--- src/rtl/mwd_map.vh ---
/*
  register map, field positions, reset values and timing counts of the
  millisecond watchdog.
  assumes the includer works on 32-bit apb words, byte address = 4 * index.
*/
`ifndef MWD_MAP_VH
`define MWD_MAP_VH

// register indices; byte address is four times the index
`define MWD_IDX_FREQ         10'h051
`define MWD_IDX_TIMEOUT      10'h0d6
`define MWD_IDX_DISABLE      10'h0d7
`define MWD_IDX_STATUS       10'h0d8

// timeout register fields
`define MWD_TMO_LSB          0
`define MWD_TMO_MSB          15
`define MWD_CNT_LSB          16
`define MWD_CNT_MSB          31

// frequency field
`define MWD_FREQ_MSB         6
`define MWD_FREQ_MIN         7'h05
`define MWD_FREQ_MAX         7'h64

// status fields
`define MWD_ST_ENABLED       0
`define MWD_ST_NACK          1
`define MWD_ST_EXPIRED       2
`define MWD_ST_FULL_RUN_POWER_STATE         3

// reset values
`define MWD_RST_TIMEOUT      16'h03e8
`define MWD_RST_DISABLE      32'h0d15_ab1e
`define MWD_RST_FREQ         7'h19
`define MWD_ENABLE_KEY       32'h0000_0000
`define MWD_DISABLE_KEY      32'h0d15_ab1e

// timing: tick period in microseconds; cycles per tick = mhz * tick_us
`define MWD_TICK_US          10'h3e8

`endif

--- src/rtl/mwd_tick_gen.v ---
/*
  1 ms tick generator for the watchdog, divided from the core clock
  according to the oscillator frequency setting in mhz.
  assumes freq_mhz only holds accepted values (5 to 100) and that run
  reflects the full-run power state.
*/
`timescale 1ns/1ps
`include "mwd_map.vh"

module mwd_tick_gen (
  input  wire       core_clk,
  input  wire       resetn,
  input  wire       run,
  input  wire [6:0] freq_mhz,
  output reg        tick
);

  wire [16:0] cycles_per_tick;
  reg  [16:0] div_count;

  // largest is 100 * 1000 = 100000, fits 17 bits
  assign cycles_per_tick = {10'h000, freq_mhz} * {7'h00, `MWD_TICK_US};

  always @(posedge core_clk) begin
    if (!resetn) begin
      div_count <= 17'h0_0000;
      tick      <= 1'b0;
    end else if (!run) begin
      // divider holds outside the full-run state, so no partial tick is lost
      tick      <= 1'b0;
    end else if (div_count >= cycles_per_tick - 17'h0_0001) begin
      // >= guards against a lowered frequency leaving the count above limit
      div_count <= 17'h0_0000;
      tick      <= 1'b1;
    end else begin
      div_count <= div_count + 17'h0_0001;
      tick      <= 1'b0;
    end
  end

endmodule

--- src/rtl/mwd_top.v ---
/*
  millisecond watchdog timer with apb register access: timeout and live
  count, disable key, oscillator frequency and a status word.
  assumes an apb master that holds each request until pready, a
  synchronous active-low reset and a power-state level input.
*/
// How it works
// - timeout counts in 1 ms ticks, 1 ms up to about 65 s
// - watchdog only advances in the full-run power state; otherwise count holds
// - bad complement gets pslverr (nack); good write gets okay (ack)
// - enabled countdown reaching expiry pulses the tile reset
// - each kick restarts the countdown from the full programmed timeout
// - live count reads back in the upper half of the timeout register
// - lower half is read-write timeout, reset value one thousand
// - writing zero to the disable register enables the countdown
// - writing the magic key reloads the count and stops the watchdog
// - disable register resets to the magic key, watchdog starts disabled
// - tick derived from 7-bit mhz setting, default 25, only 5..100 accepted
`timescale 1ns/1ps
`include "mwd_map.vh"

module mwd_top (
  input  wire        core_clk,
  input  wire        resetn,
  input  wire        psel,
  input  wire        penable,
  input  wire        pwrite,
  input  wire [11:0] paddr,
  input  wire [31:0] pwdata,
  input  wire        full_run_power_state,
  output reg  [31:0] prdata,
  output reg         pready,
  output reg         pslverr,
  output reg         tile_reset,
  output reg         watchdog_running
);

  reg  [15:0] timeout;
  reg  [15:0] count;
  reg  [31:0] disable_key;
  reg  [6:0]  freq_mhz;
  reg         last_nack;
  reg         expired;

  wire        tick;
  wire        access;
  wire        commit;
  wire [9:0]  word_idx;
  wire        hit_freq;
  wire        hit_timeout;
  wire        hit_disable;
  wire        hit_status;
  wire        hit_any;
  wire        tmo_ok;
  wire        freq_ok;
  wire        wr_timeout;
  wire        wr_disable;
  wire        wr_freq;
  wire        wr_status;
  wire        expire_now;
  wire        bad_write;
  reg  [31:0] next_prdata;

  function is_complement;
    input [31:0] word;
    begin
      is_complement = (word[`MWD_CNT_MSB:`MWD_CNT_LSB] == ~word[`MWD_TMO_MSB:`MWD_TMO_LSB]);
    end
  endfunction

  function in_freq_range;
    input [6:0] mhz;
    begin
      in_freq_range = (mhz >= `MWD_FREQ_MIN) && (mhz <= `MWD_FREQ_MAX);
    end
  endfunction

  mwd_tick_gen u_tick (
    .core_clk (core_clk),
    .resetn   (resetn),
    .run      (full_run_power_state),
    .freq_mhz (freq_mhz),
    .tick     (tick)
  );

  // apb decode; low two address bits ignored, word aligned
  assign word_idx    = paddr[11:2];
  assign hit_freq    = (word_idx == `MWD_IDX_FREQ);
  assign hit_timeout = (word_idx == `MWD_IDX_TIMEOUT);
  assign hit_disable = (word_idx == `MWD_IDX_DISABLE);
  assign hit_status  = (word_idx == `MWD_IDX_STATUS);
  assign hit_any     = hit_freq | hit_timeout | hit_disable | hit_status;

  // access phase before the answer; commit is the edge pready is sampled high
  assign access = psel & penable & ~pready;
  assign commit = psel & penable & pready;

  assign tmo_ok  = is_complement(pwdata);
  assign freq_ok = in_freq_range(pwdata[`MWD_FREQ_MSB:0]);

  assign wr_timeout = commit & pwrite & hit_timeout & tmo_ok;
  assign wr_disable = commit & pwrite & hit_disable;
  assign wr_freq    = commit & pwrite & hit_freq & freq_ok;
  assign wr_status  = commit & pwrite & hit_status;

  // rejected writes: bad complement, out-of-range frequency; unmapped accesses are flagged via hit_any
  assign bad_write = pwrite & ((hit_timeout & ~tmo_ok) | (hit_freq & ~freq_ok));

  assign expire_now = watchdog_running & tick & (count <= 16'h0001);

  // read mux
  always @* begin
    next_prdata = 32'h0000_0000;
    if (!pwrite) begin
      if (hit_timeout) begin
        next_prdata = {count, timeout};
      end else if (hit_disable) begin
        next_prdata = disable_key;
      end else if (hit_freq) begin
        next_prdata = {25'h000_0000, freq_mhz};
      end else if (hit_status) begin
        next_prdata = {28'h000_0000, full_run_power_state, expired, last_nack, watchdog_running};
      end
    end
  end

  // one wait state: answer registered so outputs come from flops
  always @(posedge core_clk) begin
    if (!resetn) begin
      pready  <= 1'b0;
      pslverr <= 1'b0;
      prdata  <= 32'h0000_0000;
    end else if (access) begin
      pready  <= 1'b1;
      pslverr <= ~hit_any | bad_write;
      prdata  <= next_prdata;
    end else begin
      pready  <= 1'b0;
      pslverr <= 1'b0;
      prdata  <= 32'h0000_0000;
    end
  end

  // timeout field
  always @(posedge core_clk) begin
    if (!resetn) begin
      timeout <= `MWD_RST_TIMEOUT;
    end else if (wr_timeout) begin
      timeout <= pwdata[`MWD_TMO_MSB:`MWD_TMO_LSB];
    end
  end

  // frequency setting; out-of-range writes leave it untouched
  always @(posedge core_clk) begin
    if (!resetn) begin
      freq_mhz <= `MWD_RST_FREQ;
    end else if (wr_freq) begin
      freq_mhz <= pwdata[`MWD_FREQ_MSB:0];
    end
  end

  // disable key and run state; other values are stored but change nothing
  always @(posedge core_clk) begin
    if (!resetn) begin
      disable_key      <= `MWD_RST_DISABLE;
      watchdog_running <= 1'b0;
    end else if (wr_disable) begin
      disable_key <= pwdata;
      if (pwdata == `MWD_ENABLE_KEY) begin
        watchdog_running <= 1'b1;
      end else if (pwdata == `MWD_DISABLE_KEY) begin
        watchdog_running <= 1'b0;
      end
    end
  end

  // countdown; kicks and key writes take priority over a tick in the same cycle
  always @(posedge core_clk) begin
    if (!resetn) begin
      count <= `MWD_RST_TIMEOUT;
    end else if (wr_timeout) begin
      count <= pwdata[`MWD_TMO_MSB:`MWD_TMO_LSB];
    end else if (wr_disable && (pwdata == `MWD_DISABLE_KEY || pwdata == `MWD_ENABLE_KEY)) begin
      count <= timeout;
    end else if (expire_now) begin
      count <= timeout;
    end else if (watchdog_running && tick) begin
      // tick only occurs in the full-run state, so the count holds elsewhere
      count <= count - 16'h0001;
    end
  end

  // tile reset pulse, one cycle per expiry
  always @(posedge core_clk) begin
    if (!resetn) begin
      tile_reset <= 1'b0;
    end else begin
      tile_reset <= expire_now;
    end
  end

  // status flags; hardware set wins over software clear
  always @(posedge core_clk) begin
    if (!resetn) begin
      last_nack <= 1'b0;
      expired   <= 1'b0;
    end else begin
      if (commit && pwrite) begin
        last_nack <= pslverr;
      end
      if (expire_now) begin
        expired <= 1'b1;
      end else if (wr_status && pwdata[`MWD_ST_EXPIRED]) begin
        expired <= 1'b0;
      end
    end
  end

endmodule

--- config.mk ---
export PLATFORM = sky130hd
export DESIGN_NAME = mwd_top
export DESIGN_NICKNAME = d
export VERILOG_FILES = /design/src/rtl/mwd_tick_gen.v /design/src/rtl/mwd_top.v
export VERILOG_INCLUDE_DIRS = /design/src /design/src/rtl
export SDC_FILE = /design/constraint.sdc
export NUM_CORES = 1
export LEC_CHECK = 0
export BUFFER_PORTS_ARGS = -buffer_cell sky130_fd_sc_hd__buf_2
export CAP_MARGIN = 25
export CORE_MARGIN = 5
export CORE_UTILIZATION = 50
export CTS_CLUSTER_SIZE = 12
export DETAILED_ROUTE_END_ITERATION = 10
export PLACE_DENSITY = 0.67
export SYNTH_ARGS = -nofsm -noshare
export SYNTH_HDL_FRONTEND = slang
export SYNTH_SLANG_ARGS = --single-unit
--- constraint.sdc ---
create_clock -name core_clk -period 16.63 [get_ports core_clk]
set_input_delay 0.8315 -clock core_clk [delete_from_list [all_inputs] [get_ports core_clk]]
set_output_delay 0.8315 -clock core_clk [all_outputs]
set_load 0.01 [all_outputs]
# --- Word-level counts from Yosys, hierarchy flattened ---
# Index checks and enable logic that the tools add are counted.
totals:
  reg_bits: 127
  inputBits: 50
  out_inout_bits: 36
  elab_cells: 83
op_classes:
  addsub: 3
  n_mul: 1
  magnitude_cmp: 4
  eq_ne: 6
  muxes: 15
  bitwise_logic: 27
  reduce_logical: 14
op_table:
  columns: ["cell", "n"]
  rows:
  - ["$mux W16", 4]
  - ["$mux W32", 2]
  - ["$eq A32 B28 Y1 const B", 1]
  - ["$logic_not A32 Y1", 1]
  - ["$eq A10 B8 Y1 const B", 3]
  - ["$add A17 B1 Y17 const B", 1]
  - ["$ge A17 B17 Y1", 1]
  - ["$mux W17", 1]
  - ["$sub A17 B1 Y17 const B", 1]
  - ["$eq A16 B16 Y1", 1]
  - ["$le A16 B1 Y1 const B", 1]
  - ["$not A16 Y16", 1]
  - ["$sub A16 B1 Y16 const B", 1]
  - ["$and A1 B1 Y1", 15]
  - ["$mul A7 B7 Y14 const B", 1]
  - ["$eq A10 B7 Y1 const B", 1]
  - ["$ge A7 B3 Y1 const B", 1]
  - ["$le A7 B7 Y1 const B", 1]
  - ["$mux W7", 1]
  - ["$mux W1", 6]
  - ["$not A1 Y1", 6]
  - ["$reduce_and A2 Y1", 3]
  - ["$logic_and A1 B1 Y1", 5]
  - ["$or A1 B1 Y1", 5]
  - ["other kinds (5)", 6]

# --- Longest topological paths before layout ---
depth:
  ltp_word: 7
  ltp_mapped: 23
  ltp_nobuf: 22

# --- Modules after synthesis ---
# A second synthesis with hierarchy kept.
hier_totals:
  hier_cells: 863
  area_unflattened_um2: 7343.3
by_module_without_submodules:
  columns: ["mod", "n_inst", "cells_per_inst", "area_each_um2", "seq_area_each_um2"]
  rows:
  - ["mwd_top", 1, 595, 4931.0, 2182.1]
  - ["mwd_tick_gen", 1, 268, 2412.3, 360.3]

# --- Least setup slack after synthesis ---
# OpenSTA, ideal clock, no wires.
synth_path:
  path_kind: "reg-to-reg"
  from: "register freq_mhz[1]"
  to: "register u_tick.div_count[10]"
  setup_time_ns: 0.065
  arrival_ns: 6.707
  required_time_ns: 16.565
  slack_ns: 9.858
  stages_incl_launch_ff: 22
  n_path_buf: 1
  synth_period_minus_slack_ns: 6.772
  cell_sequence: "dfxtp_1 fa_1 fa_1 inv_1 fa_1 fa_1 inv_1 ha_1 and2_1 a221oi_1 nand2_1 o41a_1 a2111oi_0 nand4_1 xnor3_1 ha_1 nand4_1 a211oi_1 a2111oi_0 o21ai_1 clkbuf_1 nor2_1"
synth_via:
  elab_chain_cells: 4
synth_lines:
  columns: ["item", "line_no", "source"]
  rows:
  - ["start: declaration", "mwd_top.v:41", "reg [6:0] freq_mhz;"]
  - ["start signal: assignment", "mwd_top.v:156", "freq_mhz <= `MWD_RST_FREQ;"]
  - ["start signal: assignment", "mwd_top.v:158", "freq_mhz <= pwdata[`MWD_FREQ_MSB:0];"]
  - ["$mul A7 B7 Y14", "mwd_tick_gen.v:22", "assign cycles_per_tick = {10'h000, freq_mhz} * {7'h00, `MWD_TICK_US};"]
  - ["$sub A17 B1 Y17", "mwd_tick_gen.v:31", "end else if (div_count >= cycles_per_tick - 17'h0_0001) begin"]
  - ["$ge A17 B17 Y1", "mwd_tick_gen.v:31", null]
  - ["$mux W17", "mwd_tick_gen.v:31", null]
  - ["end signal: assignment", "mwd_tick_gen.v:36", "div_count <= div_count + 17'h0_0001;"]
  - ["end: declaration", "mwd_tick_gen.v:19", "reg [16:0] div_count;"]
# Every way passes these cells.
# A chain may end at the register's enable or synchronous reset.

# --- Worst setup path after layout ---
layout_path:
  from: "register freq_mhz[1]"
  to: "register u_tick.div_count[12]"
# The elaborated chain is that of the path after synthesis.

==> impl_metrics.yaml <==
sta:
  finalSetupTns_ns: 0
  period_share: 0.418
  finalHoldViolCount: 0
  max_slew_margin: 0.389
  tightest_slew_ns: 0.915
  finalCriticalPeriod_ns: 6.94
  fmax_ghz: 0.144
  holdWs_ns: 0.453
  setup_viol_count_final: 0
  fin_skew_ns: 0.00950
  final_max_slew_viol_count: 0
  rsz0062_at_grt: "no"
route:
  drc: 0
  drt-total-wl_um: 19300
  drtPass1Iterations: 6
  wl_per_cell_um: 17.1
  ant_nets: 0
  routed_via_density: 5.62
  drtIter0Drc: 639
  vias: 6337
placed_design:
  port_buffers: 83
  dpl.hpwl_um: 13700
  gp_congestion: 0.854
  dpl_cell_area_sq_mm: 0.00790
global_routing:
  grt_pass1_vias: 5794
  antenna_found_initial: 0
  grt_start_max_net_pins: 44
  grt_pass1_wl_um: 31100
  overflow: 0
  grt_usage: 0.219
floorplanning:
  die_y_um: 132
  core_sq_mm: 0.0145
  io_pins: 86
  start_util: 0.509
  die-area_sq_mm: 0.0173
  die_x_um: 132
  num_rows: 44
cts:
  clkLatencyLatePin_ns: 0.42
  post_cts_resize_count: 0
  clockRootBuffer: "clkbuf_16"
  post-cts-setup-buffers: 0
  cts_buffers: 17
  cts_tree: "yes"
  htreeDepth: 4
  cts_hold_buf: 0
  clockBufferDepth: 2
  clkSlewWorstSetupHoldPaths_ns: 0.06
  cts.sinks: 127
worst_setup_path:
  crit_chain: "fa_1, fa_1, inv_1, fa_1, fa_1, inv_1, ha_1, and2_1, a221oi_1, nand2_1, o41a_1, a2111oi_0, nand4_1, xnor3_1, ha_1, nand4_1, a211oi_1, a2111oi_0, buf_4, o21ai_1, buf_4, nor2_1"
  critPathSlowestCell: "a2111oi_0"
  cp.required_ns: 16.99
  cpMostUsedCell: "fa_1"
  critPathKind: "flip-flop to flip-flop"
  path_max_fanout: 15
  end_kind: "flip-flop"
  arrival_ns: 7.30
  max_stage_delay_ns: 0.70
  rr_worst_depth: 22
  worst_setup_path_start_kind: "flip-flop"
synthesis:
  synthDominantCellAreaShare: 0.343
  synth_ff_type: "dfxtp_1"
  synth_cells: 866
  syn-cell-area_sq_mm: 0.00740
  async_reset_ff_frac: 0
  yosysUniqueCellTypes: 61
  synth_area_per_cell_sq_um: 8.55
  synth_top_area_cell: "dfxtp_1"
  ys_ff_latch: 127
  yosysSeqAreaShare: 0.343
  synth_edf_count: 0
  synth_most_common_cell: "nand2_1"
  synth.area.top_cells: "dfxtp_1, ha_1, nand2_1"
  synthTopCellsByCount: "nand2_1, dfxtp_1, nor2_1"
  synth_warnings: 0
  syn_nets: 986
power:
  netSwitchingPower_uw: 164
  vdd_drop_max_mv: 0.0752
  power_frac_comb: 0.046
  switching_share: 0.231
  clkPwrFrac: 0.523
  leakage_nw: 3.77
  seq_power_share: 0.431
  power.total_uw: 708
  p_per_area_mw_per_mm2: 83.4
  intPower_uw: 545
outcome:
  status: "finished clean"
run:
  timing.max_cap.violations: 0
final_layout:
  synthToLayoutAreaGrowth_pct: 14.7
  finalNetCount: 1051
  design_area_sq_mm: 0.00849
  num-fill-cells: 1320
  drive_gt1_frac: 0.146
  antennaDiodeCount: 0
min_path:
  worstHoldPathCells: 2
  hp-class: "flip-flop to flip-flop"
==> worst paths after layout <==
check / startpoint / to / slack (ns)
min reg2reg: disable_key[30] / disable_key[30] / 0.45
max: freq_mhz[1] / u_tick.div_count[12] / 9.69
max reg2reg: freq_mhz[1] / u_tick.div_count[12] / 9.69
min: disable_key[30] / disable_key[30] / 0.45
==> through the flow <==
stage | cells | utilization | setup WS (ns)
final | 1127 | 0.584 | 9.69
after detailed placement | 1095 | 0.543 | 9.18
after CTS | 1126 | 0.584 | 9.14
after floorplan | 866 | - | 9.86
after global routing | 1127 | 0.584 | 9.13
after global placement | 1095 | 0.543 | 9.24
==> layer usage <==
| metal | part of all wire | global-route usage | wire [um] |
|---|---|---|---|
| met1 | 0.49 | 0.331 | 9510 |
| met2 | 0.42 | 0.308 | 8070 |
| met3 | 0.076 | 0.0535 | 1480 |
| met4 | 0.014 | 0.0657 | 261 |
| met5 | 0 | 0 | 0 |
==> power by group through the flow <==
stage / Combinational (mW) / Clock, mW / Sequential, mW
3_3_place_gp: 0.0316 / 0 / 0.312
3_5_place_dp: 0.0314 / 0 / 0.312
2_1_floorplan: 0.0159 / 0 / 0.312
5_1_grt: 0.0344 / 0.387 / 0.305
6_report: 0.0324 / 0.370 / 0.305
4_1_cts: 0.0316 / 0.373 / 0.305
==> registers in the layout, indices dropped and copies added (netlist names) <==
| name | flops |
|---|---|
| disable_key | 32 |
| freq_mhz | 7 |
| last_nack | 1 |
| u_tick.div_count | 17 |
| timeout | 16 |
| count | 16 |
| watchdog_running | 1 |
| expired | 1 |
| tile_reset | 1 |
| u_tick.tick | 1 |
| pready | 1 |
| prdata | 32 |
| pslverr | 1 |
==> cell usage in the layout, fill, tap and decap left out, drive strengths merged, types with 5 or more instances in the layout <==
cell type,n
o2111ai,7
xor2,36
a21o,5
clkinv,8
o211ai,12
nand2b,6
fa,18
dfxtp,127
nand2,137
ha,52
nor4,14
nor3,19
o21ai,15
buf,92
xnor2,20
nor2,79
clkbuf,19
a31oi,10
a21oi,44
mux2i,41
nand4,21
nand3,43
or3,9
inv,41
==> kinds of logic after synthesis <==
kind of cell	count (synthesis)	synth area share
AND/OR/NAND/NOR	353	0.220
AO/OA/AOI/OAI	127	0.119
flip-flops	127	0.343
buffers and inverters	87	0.0504
adder cells (fa/ha/maj)	70	0.137
XOR/XNOR	57	0.0693
multiplexers	45	0.0615
==> critical path: cells and delay by family, from the launching register on <==
kind / cells / cell delay, ns
AO/OA/AOI/OAI: 6 / 1.88
XOR/XNOR: 1 / 0.39
adder cells (fa/ha/maj): 6 / 2.68
buffers and inverters: 4 / 0.51
flip-flops: 1 / 0.63
AND/OR/NAND/NOR: 5 / 0.77
==> layout make-up <==
class | instances | area (sq um) | share of cell area
clock buffer | 19 | 453 | 0.0533
timing repair buffer | 92 | 483 | 0.0569
sequential | 127 | 2540 | 0.299
clock inverter | 12 | 138 | 0.0162
multi-input combinational | 652 | 4490 | 0.529
tap | 184 | 230 | 0.0271
inverter | 41 | 154 | 0.0181
(Power assumes the default switching activity.)
